===== config.mk =====
export PLATFORM = sky130hd
export DESIGN_NAME = trs_run_ctl
export DESIGN_NICKNAME = d
export VERILOG_FILES = /design/src/hdl/trs_pkg.sv /design/src/hdl/trs_align_if.sv /design/src/hdl/trs_carrier_align.sv /design/src/hdl/trs_run_ctl.sv
export VERILOG_INCLUDE_DIRS = /design/src /design/src/hdl
export SDC_FILE = /design/constraint.sdc
export NUM_CORES = 1
export LEC_CHECK = 0
export ABC_AREA = 1
export BUFFER_PORTS_ARGS = -buffer_cell sky130_fd_sc_hd__buf_2
export CORE_MARGIN = 1
export CORE_UTILIZATION = 36
export CTS_BUF_LIST = sky130_fd_sc_hd__clkbuf_16
export DETAILED_ROUTE_END_ITERATION = 12
export PLACE_DENSITY = 0.8
export SLEW_MARGIN = 30
export SYNTH_ARGS = -nofsm -noshare
export SYNTH_HDL_FRONTEND = slang
export SYNTH_SLANG_ARGS = --single-unit

===== constraint.sdc =====
create_clock -name clk_sys -period 1.1 [get_ports clk_sys]
set_input_delay 0.22 -clock clk_sys [delete_from_list [all_inputs] [get_ports clk_sys]]
set_output_delay 0.22 -clock clk_sys [all_outputs]
set_load 0.02 [all_outputs]

===== src/hdl/trs_params.svh =====
// Offsets, bit positions and reset values of the timer run control block.
// Assumes 32-bit APB data with one register per aligned word.
`ifndef TRS_PARAMS_SVH
`define TRS_PARAMS_SVH

////////////////////////////////////////////////////////////////////////////
// Register indices; byte address is four times the index
`define TRS_IDX_RUN_CTL   3
`define TRS_IDX_STATUS    4
`define TRS_ADDR_MUL      4

////////////////////////////////////////////////////////////////////////////
// Run control fields
`define TRS_BIT_DEMOD     0
`define TRS_BIT_CARRIER   1
`define TRS_BIT_SYNC      2
`define TRS_RSVD_LSB      3
`define TRS_RSVD_MSB      7
`define TRS_RSVD_ONES     5'h1f

////////////////////////////////////////////////////////////////////////////
// Status fields
`define TRS_STAT_ARMED    0
`define TRS_STAT_GO       1

////////////////////////////////////////////////////////////////////////////
// Reset values
`define TRS_RST_RUN       1'b0
`define TRS_RST_SYNC      1'b0
`define TRS_RST_DATA      32'h0000_0000

`endif


===== src/hdl/trs_pkg.sv =====
// Types of the timer run control block.
// Assumes trs_params.svh for all numeric constants.
package trs_pkg;

  typedef enum logic [1:0] {
    TRS_REG_NONE,
    TRS_REG_RUN_CTL,
    TRS_REG_STATUS
  } trs_reg_t;

  typedef enum logic [1:0] {
    TRS_ALN_IDLE,
    TRS_ALN_ARMED,
    TRS_ALN_RUN
  } trs_aln_state_t;

endpackage : trs_pkg


===== src/hdl/trs_align_if.sv =====
// Carrier start alignment signals between control and aligner.
// Assumes both ends run on clk_sys.
interface trs_align_if;

  logic sync_en;
  logic carrier_en;
  logic demod_level;
  logic carrier_go;
  logic carrier_load;
  logic armed;

  modport ctl (
    output sync_en,
    output carrier_en,
    output demod_level,
    input  carrier_go,
    input  carrier_load,
    input  armed
  );

  modport aln (
    input  sync_en,
    input  carrier_en,
    input  demod_level,
    output carrier_go,
    output carrier_load,
    output armed
  );

endinterface : trs_align_if


===== src/hdl/trs_carrier_align.sv =====
// Carrier timer start aligner.
// Assumes demod_level comes from logic on clk_sys; no synchroniser needed.
module trs_carrier_align (
  input wire logic clk_sys,
  input wire logic rstn,
  trs_align_if.aln al
);

  trs_pkg::trs_aln_state_t state_q;
  trs_pkg::trs_aln_state_t state_d;
  logic                    demod_q;
  logic                    demod_edge;
  logic                    go_q;
  logic                    load_q;
  logic                    load_d;

  ////////////////////////////////////////////////////////////////////////
  // Demodulated signal edge
  assign demod_edge = al.demod_level ^ demod_q;

  always_ff @(posedge clk_sys or negedge rstn) begin
    if (!rstn) begin
      demod_q <= 1'b0;
    end else begin
      demod_q <= al.demod_level;
    end
  end

  ////////////////////////////////////////////////////////////////////////
  // Start sequencing
  always_comb begin
    state_d = state_q;
    load_d  = 1'b0;
    case (state_q)
      trs_pkg::TRS_ALN_IDLE: begin
        if (al.carrier_en && al.sync_en) begin
          state_d = trs_pkg::TRS_ALN_ARMED;
        end else if (al.carrier_en) begin
          state_d = trs_pkg::TRS_ALN_RUN;
          load_d  = 1'b1;
        end
      end
      trs_pkg::TRS_ALN_ARMED: begin
        if (!al.carrier_en) begin
          state_d = trs_pkg::TRS_ALN_IDLE;
        end else if (demod_edge) begin
          state_d = trs_pkg::TRS_ALN_RUN;
          load_d  = 1'b1; // Full reload gives an unshortened pulse
        end
      end
      trs_pkg::TRS_ALN_RUN: begin
        if (!al.carrier_en) begin
          state_d = trs_pkg::TRS_ALN_IDLE;
        end
      end
      default: begin
        state_d = trs_pkg::TRS_ALN_IDLE;
      end
    endcase
  end

  always_ff @(posedge clk_sys or negedge rstn) begin
    if (!rstn) begin
      state_q <= trs_pkg::TRS_ALN_IDLE;
      go_q    <= 1'b0;
      load_q  <= 1'b0;
    end else begin
      state_q <= state_d;
      go_q    <= (state_d == trs_pkg::TRS_ALN_RUN);
      load_q  <= load_d;
    end
  end

  assign al.carrier_go   = go_q;
  assign al.carrier_load = load_q;
  assign al.armed        = (state_q == trs_pkg::TRS_ALN_ARMED);

endmodule : trs_carrier_align


===== src/hdl/trs_run_ctl.sv =====
// Timer run control register with APB slave and carrier sync start.
// Assumes smr_wake and demod_level come from logic on clk_sys.
//
// Functional notes
// - Upper five bits ignore writes and always read as ones.
// - Sync enable bit turns synchronised carrier start on; resets to zero.
// - Sync enable keeps its value across stop-mode recovery; full reset only.
// - Carrier run bit starts or stops the 8-bit timer; reads state; resets 0.
// - Demodulation run bit starts or stops 16-bit timer; reads state; resets 0.
// - In sync mode first carrier pulse aligns to demod signal, full length.
//
// Register access over APB was left to the implementer.
`include "trs_params.svh"

module trs_run_ctl #(
  parameter int ADDR_W = 12
) (
  input  wire logic              clk_sys,
  input  wire logic              rstn,
  input  wire logic [ADDR_W-1:0] paddr,
  input  wire logic              psel,
  input  wire logic              penable,
  input  wire logic              pwrite,
  input  wire logic [31:0]       pwdata,
  input  wire logic [3:0]        pstrb,
  output logic                   pready,
  output logic [31:0]            prdata,
  output logic                   pslverr,
  input  wire logic              smr_wake,
  input  wire logic              demod_level,
  output logic                   carrier_en,
  output logic                   demod_en,
  output logic                   sync_en,
  output logic                   carrier_go,
  output logic                   carrier_load
);

  ////////////////////////////////////////////////////////////////////////
  // Address decode
  function automatic trs_pkg::trs_reg_t reg_sel(
    input logic [ADDR_W-1:0] addr
  );
    if (addr == ADDR_W'(`TRS_IDX_RUN_CTL * `TRS_ADDR_MUL)) begin
      reg_sel = trs_pkg::TRS_REG_RUN_CTL;
    end else if (addr == ADDR_W'(`TRS_IDX_STATUS * `TRS_ADDR_MUL)) begin
      reg_sel = trs_pkg::TRS_REG_STATUS;
    end else begin
      reg_sel = trs_pkg::TRS_REG_NONE;
    end
  endfunction : reg_sel

  trs_align_if al ();

  logic        pready_q;
  logic [31:0] prdata_q;
  logic [31:0] prdata_d;
  logic        pslverr_q;
  logic        access;
  logic        commit;
  logic        wr_ctl;
  logic        carrier_en_q;
  logic        demod_en_q;
  logic        sync_en_q;
  logic        go_q;
  logic        load_q;
  logic [7:0]  ctl_rd;
  logic [7:0]  stat_rd;

  ////////////////////////////////////////////////////////////////////////
  // APB handshake: one wait state, answer from flops
  assign access = psel & penable;
  assign commit = access & pready_q;
  assign wr_ctl = commit & pwrite & pstrb[0]
                & (reg_sel(paddr) == trs_pkg::TRS_REG_RUN_CTL);

  always_ff @(posedge clk_sys or negedge rstn) begin
    if (!rstn) begin
      pready_q <= 1'b0;
    end else begin
      pready_q <= access & ~pready_q;
    end
  end

  ////////////////////////////////////////////////////////////////////////
  // Readback images
  always_comb begin
    ctl_rd = 8'h00;
    ctl_rd[`TRS_RSVD_MSB:`TRS_RSVD_LSB] = `TRS_RSVD_ONES;
    ctl_rd[`TRS_BIT_SYNC]    = sync_en_q;
    ctl_rd[`TRS_BIT_CARRIER] = carrier_en_q;
    ctl_rd[`TRS_BIT_DEMOD]   = demod_en_q;
  end

  always_comb begin
    stat_rd = 8'h00;
    stat_rd[`TRS_STAT_ARMED] = al.armed;
    stat_rd[`TRS_STAT_GO]    = al.carrier_go;
  end

  always_comb begin
    prdata_d = `TRS_RST_DATA;
    case (reg_sel(paddr))
      trs_pkg::TRS_REG_RUN_CTL: begin
        prdata_d = {24'h00_0000, ctl_rd};
      end
      trs_pkg::TRS_REG_STATUS: begin
        prdata_d = {24'h00_0000, stat_rd};
      end
      default: begin
        prdata_d = `TRS_RST_DATA;
      end
    endcase
  end

  always_ff @(posedge clk_sys or negedge rstn) begin
    if (!rstn) begin
      prdata_q  <= `TRS_RST_DATA;
      pslverr_q <= 1'b0;
    end else if (access & ~pready_q) begin
      prdata_q  <= pwrite ? `TRS_RST_DATA : prdata_d;
      pslverr_q <= (reg_sel(paddr) == trs_pkg::TRS_REG_NONE);
    end else begin
      prdata_q  <= `TRS_RST_DATA;
      pslverr_q <= 1'b0;
    end
  end

  ////////////////////////////////////////////////////////////////////////
  // Run bits: cleared by reset and by stop-mode recovery
  always_ff @(posedge clk_sys or negedge rstn) begin
    if (!rstn) begin
      carrier_en_q <= `TRS_RST_RUN;
      demod_en_q   <= `TRS_RST_RUN;
    end else if (smr_wake) begin
      carrier_en_q <= `TRS_RST_RUN;
      demod_en_q   <= `TRS_RST_RUN;
    end else if (wr_ctl) begin
      carrier_en_q <= pwdata[`TRS_BIT_CARRIER];
      demod_en_q   <= pwdata[`TRS_BIT_DEMOD];
    end
  end

  ////////////////////////////////////////////////////////////////////////
  // Sync enable: survives stop-mode recovery
  always_ff @(posedge clk_sys or negedge rstn) begin
    if (!rstn) begin
      sync_en_q <= `TRS_RST_SYNC;
    end else if (wr_ctl) begin
      sync_en_q <= pwdata[`TRS_BIT_SYNC];
    end
  end

  ////////////////////////////////////////////////////////////////////////
  // Carrier start alignment
  assign al.sync_en     = sync_en_q;
  assign al.carrier_en  = carrier_en_q & ~smr_wake;
  assign al.demod_level = demod_level;

  trs_carrier_align u_align (
    .clk_sys (clk_sys),
    .rstn    (rstn),
    .al      (al.aln)
  );

  always_ff @(posedge clk_sys or negedge rstn) begin
    if (!rstn) begin
      go_q   <= 1'b0;
      load_q <= 1'b0;
    end else begin
      go_q   <= al.carrier_go;
      load_q <= al.carrier_load;
    end
  end

  ////////////////////////////////////////////////////////////////////////
  // Outputs
  assign pready       = pready_q;
  assign prdata       = prdata_q;
  assign pslverr      = pslverr_q;
  assign carrier_en   = carrier_en_q;
  assign demod_en     = demod_en_q;
  assign sync_en      = sync_en_q;
  assign carrier_go   = go_q;
  assign carrier_load = load_q;

endmodule : trs_run_ctl


==> flow_summary.ini, run 1 <==
[timing]
slew_viol_final = 0
finalCriticalPeriod_ps = 1110
layout_setup_ws_ps = -9.75
finalClockSkew_ps = 4.40
hold_viol_final = 0
post-route-period-util_pct = 101
max_freq_mhz = 901
setup_violations = 2
setup_tns_ps = -16.3
rsz0062_at_grt = true

[yosys]
synthAdderAreaFrac_pct = 0
synth_top_family_by_area = simple AND/OR/NAND/NOR gates
ys_seq_area_share_pct = 41.2
synth_compound_area_share_pct = 2.06
ys_warn_count = 0
synth_top_area_share_pct = 41.2
ys_types = 23
synthXorXnorAreaFrac_pct = 0.902
synth_area_per_cell_um2 = 8.52
ys_seq_elements = 16
syn_inst = 114
synth_simple_gate_area_share_pct = 29.5
synth_edf_count = 0
synth_mux_area_share_pct = 0
synth_common_cells = buf_4 (28), dfrtp_1 (16), nand2_1 (16)
yosys.area.top_type = dfrtp_1
synth.most_common_cell = buf_4
async_flop_share_pct = 100
ys.flop_type = dfrtp_1
yosys-top-cells-area = dfrtp_1 (41%), buf_4 (22%), nand3_1 (6.2%), nand2_1 (6.2%), nor2_1 (4.6%)
synthesis.area_um2 = 971

[detailed_routing]
highest_layer = met4
met1_length_um = 630
ant_nets = 0
via_count = 732
routed_wl_mm = 1.62
met3_length_um = 149
dr.first_iter.drc_count = 4
first_pass_iters = 3
wire_per_inst_um = 8.92
wl_met2_um = 824
viasPerCell = 4.04
drc = 0

[final_layout]
area_growth_pct = 21.0
fillers = 252
layout-drive-gt1-share_pct = 37.7
nets = 207
fin_area_mm2 = 0.00117
diodes = 0

[clock_tree]
clock_sinks = 16
clk_pin_slew_ps = 50
root_buffer = clkbuf_16
post-cts-setup-buffer-count = 0
cts-buffers-inserted = 3
clk_path_buf_depth = 2
cts_tree = yes
clk-insertion-delay-late_ps = 240
htreeDepth = 1

[grt]
grt_pass1_vias = 670
groute.usage.overall_pct = 13.5
overflow = 0
grt_pass1_wl_mm = 2.78
grt_max_degree = 17
antenna_found_initial = 0

[critical_path]
crit_start = pready$_DFF_PN0_
rr_worst_depth = 6
crit_required_ps = 1280
crit_fanout = 3
path_class = register to register
end_kind = register
timing.rr.end = prdata[0]$_DFF_PN0_
timing.rr.start = pready$_DFF_PN0_
cp.arrival_ps = 1290
start_kind = register
r2r_slack_ps = -10
endpoint = prdata[0]$_DFF_PN0_

[status]
status = finished with violations
violations = setup timing

[pwr]
vdd_drop_max_mv = 0.894
leakage_nw = 0.718
power_density_mw_per_mm2 = 1270

[floorplanning]
die-area_mm2 = 0.00291
die_x_um = 53.9
ios = 94
core-area_mm2 = 0.00252
num_rows = 18
die_height_um = 53.9
start_util_pct = 38.5

[place]
placed_area_mm2 = 0.00107
portBuffers = 37
place_congestion = 0.761
dp.final_hpwl_mm = 1.28

[min_path]
hold_depth = 1
worstHoldStart = demod_level
hold_path.class = input port to register

[run]
cap_violations = 0
==> worst min-delay path by stage <==
stage,slack (ps),end
6_report,110,u_align.demod_q$_DFF_PN0_
5_1_grt,110,u_align.demod_q$_DFF_PN0_
4_1_cts,110,u_align.demod_q$_DFF_PN0_
3_5_place_dp,150,carrier_load$_DFF_PN0_
3_3_place_gp,140,carrier_load$_DFF_PN0_
2_1_floorplan,-80,carrier_en$_DFFE_PN0P_
==> placed cells by master (no fill, tap or decap), types with 2 or more instances in the layout <==
cell,synthesis,routed
dfrtp_1,16,15
nor2_1,12,10
nand2_2,2,4
inv_1,10,10
clkbuf_16,0,3
o21ai_1,2,2
nand2_1,16,14
buf_2,0,37
nor2_2,2,4
nand3_1,12,12
conb_1,1,24
==> routing by layer <==
layer / vias up / global-route usage (%)
li1: 377 / -
met1: 313 / 13.3
met2: 40 / 25.7
met3: 2 / 3.39
met4: 0 / 6.58
met5: - / 0
==> cells by family (layout without fill, tap and decap cells) <==
| family | count (synthesis) | in the layout |
|---|---|---|
| simple gates | 53 | 53 |
| buf+inv | 39 | 53 |
| compound gates | 4 | 4 |
| other cells | 1 | 24 |
| flops | 16 | 16 |
| xor+xnor | 1 | 1 |
==> per-stage QoR <==
step           power [mW]  worst slack, ps  hold WS (ps)  utilization [%]  instances
6_report             1.49            -9.75           108             46.6        181
5_1_grt              1.55            -98.3           111             46.6        181
4_1_cts              1.50            -28.3           107             46.1        181
3_5_place_dp        0.802            -35.9           146             42.5        176
3_3_place_gp        0.799             9.45           138             42.5        176
2_1_floorplan       0.798             7.33         -75.6                -        137
==> power breakdown <==
group          internal (mW)  switching [mW]  leakage [nW]  total [mW]
clock network          0.481           0.216        0.0385       0.697
registers              0.599         0.00546         0.217       0.604
logic                 0.0514           0.141         0.462       0.193
==> final cells by class <==
cell class | count | area [µm²] | share of cell area, %
sequential | 16 | 402 | 34.2
clock inverter | 1 | 3.75 | 0.319
inverter | 11 | 41.3 | 3.51
clock buffer | 3 | 75.1 | 6.39
multi-input combinational | 82 | 420 | 35.8
timing repair buffer | 38 | 195 | 16.6
tap | 30 | 37.5 | 3.19
==> critical path: stages (launching register included) <==
cell and delay (ps):
dfrtp_2 400, nand3b_1 190, nor2_2 160, inv_2 80, nor2_4 90, nand2_2 60
nand2_2 60
==> state kept, by name, summed over array words and instances, names as in the netlist <==
signal / flops
carrier_en: 1
carrier_go: 1
carrier_load: 1
demod_en: 1
prdata: 4
pready: 1
pslverr: 1
sync_en: 1
u_align.al.carrier_go: 1
u_align.al.carrier_load: 1
u_align.demod_q: 1
u_align.state_q: 2
==> repair_timing <==
action | in CTS | in global routing
resized for setup | 1 | 4
setup endpoints to repair | 2 | 4
hold buffers | 1 | 0
pin swaps | 0 | 3
hold endpoints to repair | 16 | 0
(Power assumes the default switching activity.)
==> run 2, diff against run 1 <==
GPL_TIMING_DRIVEN = 1   (was unset)
MAX_ROUTING_LAYER = met4   (was unset)
SETUP_SLACK_MARGIN = 0.5   (was unset)
==> flow_summary.ini, run 2 (synthesized netlist as in run 1, its figures left out) <==
[pwr]
power.switching_mw = 0.378
p_comb_share_pct = 13.9
vdd_drop_max_mv = 0.772
p_seq_share_pct = 39.7
power.total_mw = 1.52
clockPowerShare_pct = 46.3
internal_power_mw = 1.15
netSwitchingFraction_pct = 24.8
leakage_nw = 0.768
power_density_mw_per_mm2 = 1100

[timing]
setup_tns_ps = 0
finalCriticalPeriod_ps = 1080
rsz0062_at_grt = true
max_freq_mhz = 929
layout_setup_ws_ps = 23.5
hold_viol_final = 16
finalClockSkew_ps = 2.96
setup_violations = 0
slew_viol_final = 0
holdWs_ps = -121
post-route-period-util_pct = 97.9

[detailed_routing]
via_count = 778
dr.first_iter.drc_count = 8
ant_nets = 0
wire_per_inst_um = 9.82
viasPerCell = 4.18
drc = 0
routed_wl_mm = 1.83
first_pass_iters = 4

[critical_path]
path_class = register to register
crit_path_max_incr_delay_ps = 400
worstPathCellList = nand3b_1, nor2_2, inv_2, nor2_4, nand2_1, nand2_1
crit_fanout = 3
cp_num_buf_inv = 1
cpLargestDelayFamily = simple AND/OR/NAND/NOR gates
crit_required_ps = 1280
cp.arrival_ps = 1260
slowest_stage = dfrtp_2
cpMostUsedCell = nand2_1
start_kind = register
end_kind = register

[clock_tree]
cts_tree = yes
clk-insertion-delay-late_ps = 250
htreeDepth = 1
clock_sinks = 16
clk_path_buf_depth = 2
root_buffer = clkbuf_16
clk_pin_slew_ps = 50
cts-buffers-inserted = 3

[final_layout]
layout-drive-gt1-share_pct = 51.3
final_common_cell = conb_1
largest_reg_flops = 4
final_util_pct = 54.9
diodes = 0
nets = 212
area_growth_pct = 42.5
layout_common_cells = conb_1 (24), buf_2 (23), nand2_1 (15), buf_6 (15), dfrtp_1 (11)

[floorplanning]
start_util_pct = 38.5
num_rows = 18
die-area_mm2 = 0.00291
die_x_um = 53.9
core-area_mm2 = 0.00252
die_height_um = 53.9
ios = 94

[status]
violations = hold timing
status = finished with violations

[grt]
grt_pass1_wl_mm = 3.15
overflow = 0
groute.usage.overall_pct = 16.1
antenna_found_initial = 0
grt_pass1_vias = 765
grt_max_degree = 17

[place]
dp.final_hpwl_mm = 1.29
portBuffers = 37
place_congestion = 0.761
post-place-ws_ps = 9.35

[min_path]
hold_path.class = input port to async pin

[run]
cap_violations = 0
run 2: changes by cell type in the layout (fill, tap and decap cells not counted), sizes merged:
cell         previous run  this run
buf                    37        43
dlygate4sd3             1         0
run 2: final timing paths:
| kind | start | to | slack [ps] | depth (start not counted) |
|---|---|---|---|---|
| worst max-delay path | pready$_DFF_PN0_ | prdata[0]$_DFF_PN0_ | 20 | 6 |
| worst min-delay path | rstn | u_align.state_q[1]$_DFF_PN0_ | -120 | 1 |
| worst max register to register | pready$_DFF_PN0_ | prdata[0]$_DFF_PN0_ | 20 | 6 |
| worst min register to register | u_align.al.carrier_load$_DFF_PN0_ | carrier_load$_DFF_PN0_ | 360 | 0 |
| max in group asynchronous | rstn | demod_en$_DFFE_PN0P_ | 940 | 1 |
| min in group clk_sys | demod_level | u_align.demod_q$_DFF_PN0_ | 130 | 1 |
run 2: power groups by stage:
stage | combinational [mW] | clock, mW | sequential, mW
3_5_place_dp | 0.189 | 0 | 0.614
6_report | 0.212 | 0.706 | 0.605
4_1_cts | 0.209 | 0.714 | 0.605
2_1_floorplan | 0.178 | 0 | 0.622
3_3_place_gp | 0.187 | 0 | 0.614
5_1_grt | 0.236 | 0.749 | 0.605
run 2: layout make-up:
cell class / count / area, µm²
Tap cell: 30 / 37.5
Sequential cell: 16 / 407
Multi-Input combinational cell: 82 / 490
Timing Repair Buffer: 43 / 322
Clock buffer: 3 / 75.1
Clock inverter: 1 / 3.75
Inverter: 11 / 48.8
Fill cell: 228 / 1140
run 2: stage by stage:
step | cell area, µm² | cells
global route | 1380 | 186
finish | 1380 | 186
floorplan | 1090 | 137
global placement | 1090 | 176
CTS | 1340 | 184
detailed placement | 1090 | 176
run 2: per-layer routing:
| layer | wire [µm] | vias up | part of all wire (%) | track usage, % |
|---|---|---|---|---|
| met4 | 27 | 0 | 1.5 | 7.89 |
| met3 | 116 | 4 | 6.3 | 3.39 |
| met2 | 1000 | 42 | 55 | 30.7 |
| met1 | 681 | 347 | 37 | 15.0 |
| li1 | - | 385 | - | - |
| met5 | 0 | - | 0 | - |
run 2: repair_timing:
action                                 in CTS  in global routing
pin swaps                                   3                  5
setup endpoints to repair                  28                 28
cloned                                      0                  0
gates resized for setup                    40                 10
endpoints found under the hold margin      16                 16
buffers inserted                            4                  2
